==> config.mk <==
export PLATFORM = sky130hd
export DESIGN_NAME = core_state
export DESIGN_NICKNAME = d
export VERILOG_FILES = /design/src/core_state_pkg.sv /design/src/core_state.sv
export SDC_FILE = /design/constraint.sdc
export NUM_CORES = 1
export LEC_CHECK = 0
export ABC_AREA = 1
export ABC_CLOCK_PERIOD_IN_PS = 5500
export BUFFER_PORTS_ARGS = -buffer_cell sky130_fd_sc_hd__clkbuf_2
export CAP_MARGIN = 10
export CORE_UTILIZATION = 62
export CTS_BUF_LIST = sky130_fd_sc_hd__clkbuf_8
export DETAILED_ROUTE_END_ITERATION = 6
export PLACE_DENSITY_LB_ADDON = 0.12
export SYNTH_ARGS = -nofsm -noshare
export SYNTH_HDL_FRONTEND = slang
export SYNTH_SLANG_ARGS = --single-unit
==> constraint.sdc <==
create_clock -name mclk -period 5.5 [get_ports mclk]
set_clock_uncertainty 0.05 [all_clocks]
set_input_delay 0.275 -clock mclk [delete_from_list [all_inputs] [get_ports mclk]]
set_output_delay 0.275 -clock mclk [all_outputs]
set_load 0.01 [all_outputs]
==> src/core_state_pkg.sv <==
// Purpose: Shared types and constants for the core state and stack block
// Assumes: One core clock; sequencer and memories sit on the same clock
// Notes:   Saved return word is two bytes: flags/high PC, then low PC
package core_state_pkg;

  // Widths
  localparam int PC_W = 14;
  localparam int PAGE_W = 8;
  localparam int UPPER_W = PC_W - PAGE_W;
  localparam int BYTE_W = 8;

  // Reset values
  localparam logic [PC_W-1:0] PC_RESET = 14'h0000;
  localparam logic [BYTE_W-1:0] CALL_SP_RESET = 8'h00;
  localparam logic [BYTE_W-1:0] DSP_RESET = 8'h00;
  localparam logic [BYTE_W-1:0] ACC_RESET = 8'h00;
  localparam logic [BYTE_W-1:0] OFS_RESET = 8'h00;

  // Field positions inside the first saved byte
  localparam int SAVE_CARRY_BIT = 7;
  localparam int SAVE_ZERO_BIT = 6;

  // Sequencer commands
  typedef enum logic [3:0] {
    OP_NONE,
    OP_STEP,       // Sequential advance by instruction length
    OP_PAGE_ADV,   // Page advance instruction
    OP_JUMP,       // Load PC from target
    OP_CALL,       // Subroutine call to target
    OP_INT_ACK,    // Interrupt acknowledge to target vector
    OP_RET,        // Plain subroutine return
    OP_INT_RET,    // Interrupt return instruction
    OP_PUSH,       // Data push of value
    OP_POP,        // Data pop into dest
    OP_LOAD_CALL_SP, // Load call stack pointer from accumulator
    OP_WRITE_REG,  // Write value into dest register
    OP_OPERAND,    // Fetch operand by mode
    OP_STORE,      // Store value at operand address
    OP_FLAGS,      // Update carry and zero
    OP_INT_EN      // Set interrupt enable to value bit 0
  } op_e;

  typedef enum logic [1:0] {
    MODE_DATA,
    MODE_DIRECT,
    MODE_INDEXED
  } mode_e;

  typedef enum logic [1:0] {
    DEST_ACC,
    DEST_OFS,
    DEST_OPERAND
  } dest_e;

  typedef struct packed {
    op_e op;
    logic two_byte;            // Instruction is two bytes long
    mode_e mode;
    dest_e dest;
    logic [BYTE_W-1:0] imm;    // Second instruction byte
    logic [BYTE_W-1:0] value;  // Data for writes and pushes
    logic [PC_W-1:0] target;   // Jump, call or vector address
    logic carry;
    logic zero;
  } cmd_s;

  typedef struct packed {
    logic [BYTE_W-1:0] addr;
    logic [BYTE_W-1:0] wdata;
    logic we;
    logic re;
  } ram_req_s;

endpackage : core_state_pkg

==> src/core_state.sv <==
// Purpose: PC, accumulator, offset register, call and data stack pointers
// Assumes: SRAM returns read data in the cycle after the read strobe cycle
// Notes:   One command at a time; cmd_ready low while a sequence runs
//
// Overview of operation
// - Fourteen-bit PC clears on reset so first fetch is address zero.
// - Sequential steps move only low eight PC bits; page advance moves upper.
// - Instruction length is one or two bytes; PC steps by that length.
// - Call saves next PC, interrupt saves current PC, each with carry, zero as two stack bytes.
// - Carry and zero come back from stack only on interrupt return.
// - No firmware path to PC; saved bytes sit in SRAM from zero up.
// - Eight-bit accumulator is the general result destination.
// - Eight-bit offset register serves as second accumulator and index.
// - Call stack pointer clears on reset; stack grows upward from zero.
// - Firmware loads call stack pointer from accumulator by dedicated move.
// - Interrupt acknowledge disables interrupts, writes byte, bumps, writes, bumps.
// - Interrupt return decrements, restores second, decrements, restores first, enables.
// - Call pushes return address and flags, pointer ends two higher.
// - Plain return restores PC only, flags kept, pointer two lower.
// - Push pre-decrements data pointer then writes; pop reads then increments.
// - Data pointer resets to zero; push at zero stores at 0xff.
// - Data mode takes the constant from the second instruction byte.
// - Direct mode reads SRAM at the one-byte address in the instruction.
// - Indexed mode address is instruction constant plus offset register.
`timescale 1ns/1ns
module core_state
  import core_state_pkg::*;
(
  input wire logic mclk,
  input wire logic sys_rst,
  input wire logic cmd_valid,
  input wire cmd_s cmd,
  output logic cmd_ready,
  output logic done,
  output logic [PC_W-1:0] fetch_addr,
  output logic [BYTE_W-1:0] acc,
  output logic [BYTE_W-1:0] offset,
  output logic [BYTE_W-1:0] operand,
  output logic carry,
  output logic zero,
  output logic int_enable,
  output logic [BYTE_W-1:0] call_sp,
  output logic [BYTE_W-1:0] data_sp,
  output ram_req_s ram_req,
  input wire logic [BYTE_W-1:0] ram_rdata
);

  typedef enum logic [2:0] {
    ST_IDLE,
    ST_SAVE2,
    ST_REST2,
    ST_REST1,
    ST_CAP2,
    ST_CAP1,
    ST_RDWAIT,
    ST_RDCAP
  } state_e;

  state_e state_q;
  logic [PC_W-1:0] pc_q;
  logic [PC_W-1:0] jump_q;
  logic [BYTE_W-1:0] acc_q;
  logic [BYTE_W-1:0] ofs_q;
  logic [BYTE_W-1:0] operand_q;
  logic [BYTE_W-1:0] call_sp_q;
  logic [BYTE_W-1:0] dsp_q;
  logic [BYTE_W-1:0] byte2_q;
  logic [BYTE_W-1:0] save2_q;
  logic carry_q;
  logic zero_q;
  logic ie_q;
  logic int_ret_q;
  dest_e dest_q;
  ram_req_s ram_q;
  logic done_q;
  logic take;
  logic [PAGE_W-1:0] step_low;
  logic [PC_W-1:0] next_pc;
  logic [BYTE_W-1:0] op_addr;
  logic [BYTE_W-1:0] save1;

  ////////////////////////////////////////////////////////////////////////
  // Combinational helpers

  assign cmd_ready = (state_q == ST_IDLE);
  assign take = cmd_valid && cmd_ready;

  // Low byte only; carry out of the page is dropped on purpose
  assign step_low = pc_q[PAGE_W-1:0]
                    + (cmd.two_byte ? 8'h02 : 8'h01);
  assign next_pc = {pc_q[PC_W-1:PAGE_W], step_low};

  // Operand address: direct or constant plus offset, 8-bit wrap
  assign op_addr = (cmd.mode == MODE_INDEXED)
                   ? cmd.imm + ofs_q
                   : cmd.imm;

  // First saved byte carries the flags above the upper PC bits
  always_comb begin
    save1 = {BYTE_W{1'b0}};
    save1[SAVE_CARRY_BIT] = carry_q;
    save1[SAVE_ZERO_BIT] = zero_q;
    save1[UPPER_W-1:0] = (cmd.op == OP_CALL)
                         ? next_pc[PC_W-1:PAGE_W]
                         : pc_q[PC_W-1:PAGE_W];
  end

  ////////////////////////////////////////////////////////////////////////
  // Sequence control

  always_ff @(posedge mclk or posedge sys_rst) begin
    if (sys_rst) begin
      state_q <= ST_IDLE;
    end else begin
      case (state_q)
        ST_IDLE: begin
          if (take) begin
            case (cmd.op)
              OP_CALL, OP_INT_ACK: state_q <= ST_SAVE2;
              OP_RET, OP_INT_RET: state_q <= ST_REST2;
              OP_POP: state_q <= ST_RDWAIT;
              OP_OPERAND: begin
                if (cmd.mode != MODE_DATA) begin
                  state_q <= ST_RDWAIT;
                end
              end
              default: state_q <= ST_IDLE;
            endcase
          end
        end
        ST_SAVE2: state_q <= ST_IDLE;
        ST_REST2: state_q <= ST_REST1;
        ST_REST1: state_q <= ST_CAP2;
        ST_CAP2: state_q <= ST_CAP1;
        ST_CAP1: state_q <= ST_IDLE;
        ST_RDWAIT: state_q <= ST_RDCAP;
        ST_RDCAP: state_q <= ST_IDLE;
        default: state_q <= ST_IDLE;
      endcase
    end
  end

  // Which kind of return is running, and where a read lands
  always_ff @(posedge mclk or posedge sys_rst) begin
    if (sys_rst) begin
      int_ret_q <= 1'b0;
      dest_q <= DEST_ACC;
      jump_q <= PC_RESET;
      save2_q <= {BYTE_W{1'b0}};
    end else if (take) begin
      int_ret_q <= (cmd.op == OP_INT_RET);
      dest_q <= (cmd.op == OP_OPERAND) ? DEST_OPERAND : cmd.dest;
      jump_q <= cmd.target;
      save2_q <= (cmd.op == OP_CALL) ? next_pc[PAGE_W-1:0]
                                     : pc_q[PAGE_W-1:0];
    end
  end

  ////////////////////////////////////////////////////////////////////////
  // Program counter; firmware has no read or write path to it

  always_ff @(posedge mclk or posedge sys_rst) begin
    if (sys_rst) begin
      pc_q <= PC_RESET;
    end else if (take) begin
      case (cmd.op)
        OP_STEP: pc_q <= next_pc;
        OP_PAGE_ADV: begin
          // Upper bits increment only here
          pc_q[PC_W-1:PAGE_W] <= pc_q[PC_W-1:PAGE_W] + 6'h01;
          pc_q[PAGE_W-1:0] <= pc_q[PAGE_W-1:0] + 8'h01;
        end
        OP_JUMP: pc_q <= cmd.target;
        default: pc_q <= pc_q;
      endcase
    end else if (state_q == ST_SAVE2) begin
      pc_q <= jump_q;
    end else if (state_q == ST_CAP1) begin
      pc_q <= {ram_rdata[UPPER_W-1:0], byte2_q};
    end
  end

  assign fetch_addr = pc_q;

  ////////////////////////////////////////////////////////////////////////
  // Carry and zero flags

  always_ff @(posedge mclk or posedge sys_rst) begin
    if (sys_rst) begin
      carry_q <= 1'b0;
      zero_q <= 1'b0;
    end else if (take && cmd.op == OP_FLAGS) begin
      carry_q <= cmd.carry;
      zero_q <= cmd.zero;
    end else if (state_q == ST_CAP1 && int_ret_q) begin
      // Plain return leaves the flags alone
      carry_q <= ram_rdata[SAVE_CARRY_BIT];
      zero_q <= ram_rdata[SAVE_ZERO_BIT];
    end
  end

  ////////////////////////////////////////////////////////////////////////
  // Interrupt enable

  always_ff @(posedge mclk or posedge sys_rst) begin
    if (sys_rst) begin
      ie_q <= 1'b0;
    end else if (take && cmd.op == OP_INT_ACK) begin
      ie_q <= 1'b0;
    end else if (take && cmd.op == OP_INT_EN) begin
      ie_q <= cmd.value[0];
    end else if (state_q == ST_CAP1 && int_ret_q) begin
      // Only once both bytes are back
      ie_q <= 1'b1;
    end
  end

  ////////////////////////////////////////////////////////////////////////
  // Call stack pointer; 8-bit arithmetic wraps modulo 256

  always_ff @(posedge mclk or posedge sys_rst) begin
    if (sys_rst) begin
      call_sp_q <= CALL_SP_RESET;
    end else if (take) begin
      case (cmd.op)
        OP_CALL, OP_INT_ACK: call_sp_q <= call_sp_q + 8'h01;
        OP_RET, OP_INT_RET: call_sp_q <= call_sp_q - 8'h01;
        OP_LOAD_CALL_SP: call_sp_q <= acc_q;
        default: call_sp_q <= call_sp_q;
      endcase
    end else if (state_q == ST_SAVE2) begin
      call_sp_q <= call_sp_q + 8'h01;
    end else if (state_q == ST_REST2) begin
      call_sp_q <= call_sp_q - 8'h01;
    end
  end

  ////////////////////////////////////////////////////////////////////////
  // Data stack pointer

  always_ff @(posedge mclk or posedge sys_rst) begin
    if (sys_rst) begin
      dsp_q <= DSP_RESET;
    end else if (take && cmd.op == OP_PUSH) begin
      dsp_q <= dsp_q - 8'h01;
    end else if (take && cmd.op == OP_POP) begin
      dsp_q <= dsp_q + 8'h01;
    end
  end

  ////////////////////////////////////////////////////////////////////////
  // SRAM request, registered so the memory sees clean strobes

  always_ff @(posedge mclk or posedge sys_rst) begin
    if (sys_rst) begin
      ram_q <= '0;
    end else begin
      ram_q.we <= 1'b0;
      ram_q.re <= 1'b0;
      if (take) begin
        case (cmd.op)
          OP_CALL, OP_INT_ACK: begin
            // First byte at the current pointer
            ram_q.addr <= call_sp_q;
            ram_q.wdata <= save1;
            ram_q.we <= 1'b1;
          end
          OP_PUSH: begin
            // Pre-decrement: zero pointer lands at 0xff
            ram_q.addr <= dsp_q - 8'h01;
            ram_q.wdata <= cmd.value;
            ram_q.we <= 1'b1;
          end
          OP_POP: begin
            ram_q.addr <= dsp_q;
            ram_q.re <= 1'b1;
          end
          OP_OPERAND: begin
            ram_q.addr <= op_addr;
            ram_q.re <= (cmd.mode != MODE_DATA);
          end
          OP_STORE: begin
            ram_q.addr <= op_addr;
            ram_q.wdata <= cmd.value;
            ram_q.we <= 1'b1;
          end
          default: ram_q.addr <= ram_q.addr;
        endcase
      end else if (state_q == ST_SAVE2) begin
        ram_q.addr <= call_sp_q;
        ram_q.wdata <= save2_q;
        ram_q.we <= 1'b1;
      end else if (state_q == ST_REST2 || state_q == ST_REST1) begin
        // Second byte read first, then the first byte
        ram_q.addr <= call_sp_q;
        ram_q.re <= 1'b1;
      end
    end
  end

  assign ram_req = ram_q;

  // Low PC byte held until the first byte arrives
  always_ff @(posedge mclk or posedge sys_rst) begin
    if (sys_rst) begin
      byte2_q <= {BYTE_W{1'b0}};
    end else if (state_q == ST_CAP2) begin
      byte2_q <= ram_rdata;
    end
  end

  ////////////////////////////////////////////////////////////////////////
  // Accumulator, offset register and operand

  always_ff @(posedge mclk or posedge sys_rst) begin
    if (sys_rst) begin
      acc_q <= ACC_RESET;
      ofs_q <= OFS_RESET;
      operand_q <= {BYTE_W{1'b0}};
    end else if (take && cmd.op == OP_WRITE_REG) begin
      case (cmd.dest)
        DEST_ACC: acc_q <= cmd.value;
        DEST_OFS: ofs_q <= cmd.value;
        default: operand_q <= cmd.value;
      endcase
    end else if (take && cmd.op == OP_OPERAND
                 && cmd.mode == MODE_DATA) begin
      operand_q <= cmd.imm;
    end else if (state_q == ST_RDCAP) begin
      case (dest_q)
        DEST_ACC: acc_q <= ram_rdata;
        DEST_OFS: ofs_q <= ram_rdata;
        default: operand_q <= ram_rdata;
      endcase
    end
  end

  ////////////////////////////////////////////////////////////////////////
  // Completion pulse, registered on the same edge as the last state change

  always_ff @(posedge mclk or posedge sys_rst) begin
    if (sys_rst) begin
      done_q <= 1'b0;
    end else begin
      done_q <= (take && !(cmd.op inside {OP_CALL, OP_INT_ACK, OP_RET,
                                          OP_INT_RET, OP_POP})
                 && !(cmd.op == OP_OPERAND && cmd.mode != MODE_DATA))
                || state_q == ST_SAVE2
                || state_q == ST_CAP1
                || state_q == ST_RDCAP;
    end
  end

  assign done = done_q;
  assign acc = acc_q;
  assign offset = ofs_q;
  assign operand = operand_q;
  assign carry = carry_q;
  assign zero = zero_q;
  assign int_enable = ie_q;
  assign call_sp = call_sp_q;
  assign data_sp = dsp_q;

endmodule : core_state

==> impl_results.md <==
- CP startpoint kind: flip-flop
- Hold-fix buffers, CTS: 0
- Status: finished with violations
- Failing checks: hold timing
- Routed WL: 21.1 mm
- XOR/XNOR Fraction of Synth Area: 0.0179
- WS Path Type: flip-flop to flip-flop
- Final setup viols: 0
- Seq/Total Area, Yosys: 0.381
- Initial Util: 0.641
- CTS H-Tree Depth: 3
- Most frequent cell after synthesis: nand2_1
- Die width: 111 microns
- First-pass GRT wire length: 34.4 mm
- Multiplexer area fraction after synthesis: 0
- Max Buffers Root-to-Sink: 2
- PostCTS Resize Cnt: 0
- Synth Cell Area: 7350 sq um
- Combinational family with the most area after synthesis: simple AND/OR/NAND/NOR gates
- Max FO, Critical Path: 49
- Hold Slack: -27.5 ps
- Tot GR Track Use: 0.353
- Initial antenna violation count: 0
- RSZ-0062 raised after global routing: false
- Peak supply drop: 0.320 mV
- CP max stage delay: 800 ps
- Worst Tran Pin Value: 871 ps
- Max-cap violations: 0
- CTS buffer count: 9
- Yosys top cell by area: dfrtp_1
- Site row count: 39
- Slew HR: 0.420
- ANT nets after route: 0
- Clock-pin slew on the worst setup and hold paths: 100 ps
- Post-route setup TNS: 0 ps
- Most common cell on crit path: nand2_1
- Primary FF master, synth: dfrtp_1
- RePlAce Congestion: 0.951
- Slew Limit Fails: 0
- Yosys warnings: 0
- Vias in the first global route: 6670
- CTS tree: yes
- Number of flops mapped to enable cells by yosys: 0
- Critical Path Slowest Stage Cell: inv_1
- Worst skew pair latency: 390 ps
- Worst slack at placement: 2540 ps
- Final Net Count: 1225
- Endpoint class of the critical path: flip-flop
- Area contributors post-synth: dfrtp_1 (38%), nand2_1 (16%), o21ai_0 (6.5%), nand3_1 (6.3%), inv_1 (5.8%)
- Compound-Gate Fraction of Synth Area: 0.170
- Setup Buffers After CTS: 0
- Clock sink count: 112
- Top post-synthesis cells by count: nand2_1 (318), inv_1 (114), dfrtp_1 (112)
- First-pass DRT Iterations: 6
- Syn nets: 1112
- Final period util: 0.552
- Die Area: 12300 sq um
- Min cycle time layout: 3040 ps
- Synth Area in Adders: 0.0310
- Post-synth top area share: 0.381
- Highest clock rate: 0.329 GHz
- GRT overflow: 0
- DPL Wire Length: 16.0 mm
- Vias per std cell: 5.82
- WL/cell: 16.2 microns
- Port Buffer Count: 128
- Synth Area in Simple Gates: 0.310
- Area growth syn-to-layout: 11.6%
- WP buf/inv: 2
- Leak Pwr: 4.27 nW
- Clock root cell: clkbuf_8
- CP arrival: 3320 ps
- IO Pins: 129
- DR vias: 7583
- DRC violations left: 0
- PwrDens: 526 nW/um^2
- Post-synthesis cell count: 1043
- Iter 0 DRT Violations: 782
- CP delay by family, top: simple AND/OR/NAND/NOR gates
- Die Span Y: 111 microns
- Largest net degree at the start of global routing: 72
- Register bit total from synthesis: 112
- Crit path cell chain: nor2_4 -> nand3_4 -> inv_1 -> nand2_2 -> nand2_1 -> o21ai_2 -> inv_4 -> nand2_1 -> nand2_1
- Hold Fails Final Rpt: 17
- Ant. Diodes: 0
- Syn Area/Cell: 7.05 sq um
- Distinct cells, synth: 46
- Hold WC Path Type: input port to asynchronous set/reset pin
- Share of layout cells above drive strength 1: 0.167
- Final WS setup: 2460 ps
- Worst EP required: 5780 ps
- Core area: 11500 sq um
- Ys async rst share: 1.00
path summary, 6_finish.rpt:
path | start | endpoint | slack (ps) | cells past startpoint
worst max register to register | state_q[2]$_DFFE_PP0P_ | operand[3]$_DFFE_PP0P_ | 2460 | 9
max in group asynchronous | sys_rst | call_sp[3]$_DFFE_PP0P_ | 4360 | 3
worst max-delay path | state_q[2]$_DFFE_PP0P_ | operand[3]$_DFFE_PP0P_ | 2460 | 9
min in group mclk | cmd[3] | jump_q[1]$_DFFE_PP0N_ | 60 | 3
worst min register to register | operand[2]$_DFFE_PP0P_ | operand[2]$_DFFE_PP0P_ | 440 | 2
worst min-delay path | sys_rst | operand[1]$_DFFE_PP0P_ | -30 | 2
registers in the layout, summed over array words and instances, names as in the netlist:
register    cells
ram_req        18
fetch_addr     14
jump_q         14
acc             8
byte2_q         8
call_sp         8
data_sp         8
offset          8
operand         8
save2_q         8
state_q         3
dest_q          2
carry           1
done            1
int_enable      1
int_ret_q       1
zero            1
layout make-up:
type,instances,area [sq um]
clock buffers,10,138
clock inverters,6,35.0
fillers,987,3260
inverters,130,494
multi-input cells,771,3890
flip-flops and latches,112,2800
well taps,143,179
repair buffers,132,671
metal layers:
layer / routed length (microns) / global-route usage
met2: 9370 / 0.536
met1: 9470 / 0.521
met5: 0 / 0
met4: 587 / 0.132
met3: 1660 / 0.0405
stage by stage:
stage	area, sq um	utilization	total power (W)	std cells	hold slack [ps]
2_1_floorplan	7350	-	0.00311	1043	335
3_3_place_gp	8040	0.701	0.00376	1288	412
3_5_place_dp	8040	0.701	0.00382	1288	414
4_1_cts	8210	0.716	0.00429	1304	32.4
5_1_grt	8210	0.716	0.00467	1304	67.7
6_report	8210	0.716	0.00431	1304	-27.5
where the power goes:
part / leakage, nW / internal (W) / switching, W
registers: 1.36 / 0.00121 / 0.000443
logic: 2.82 / 0.000818 / 0.00138
clock network: 0.0936 / 0.000175 / 0.000290
cells in the final DEF (no fill, tap or decap), types with 2 or more instances in the layout:
cell / n
a21oi_1: 42
a21oi_2: 2
a22oi_1: 18
a31oi_1: 11
buf_4: 4
clkbuf_2: 128
clkbuf_8: 10
clkinv_1: 5
clkinv_2: 4
dfrtp_1: 112
fa_1: 2
ha_1: 15
inv_1: 114
inv_2: 9
inv_4: 2
nand2_1: 318
nand2_2: 3
nand3_1: 92
nand3b_1: 4
nand4_1: 9
nor2_1: 69
nor2_2: 6
nor2_4: 4
nor2_8: 2
nor3_1: 5
o211ai_1: 16
o21a_1: 2
o21ai_0: 96
o21ai_1: 12
o21ai_2: 7
o22ai_1: 3
or2_2: 7
xor2_1: 14
worst register-to-register path, stage by stage, from the launching register on:
cell and delay, ps:
dfrtp_1 490, nor2_4 200, nand3_4 520, inv_1 810, nand2_2 340, nand2_1 170, o21ai_2 150, inv_4 140
nand2_1 60, nand2_1 50
kinds of logic after synthesis:
group / Yosys count
AND/OR/NAND/NOR: 524
AO/OA/AOI/OAI: 215
flip-flops: 112
adder cells (fa/ha/maj): 17
XOR/XNOR: 15
buffers and inverters: 160
Note: power is estimated with default switching activity, not from simulation.
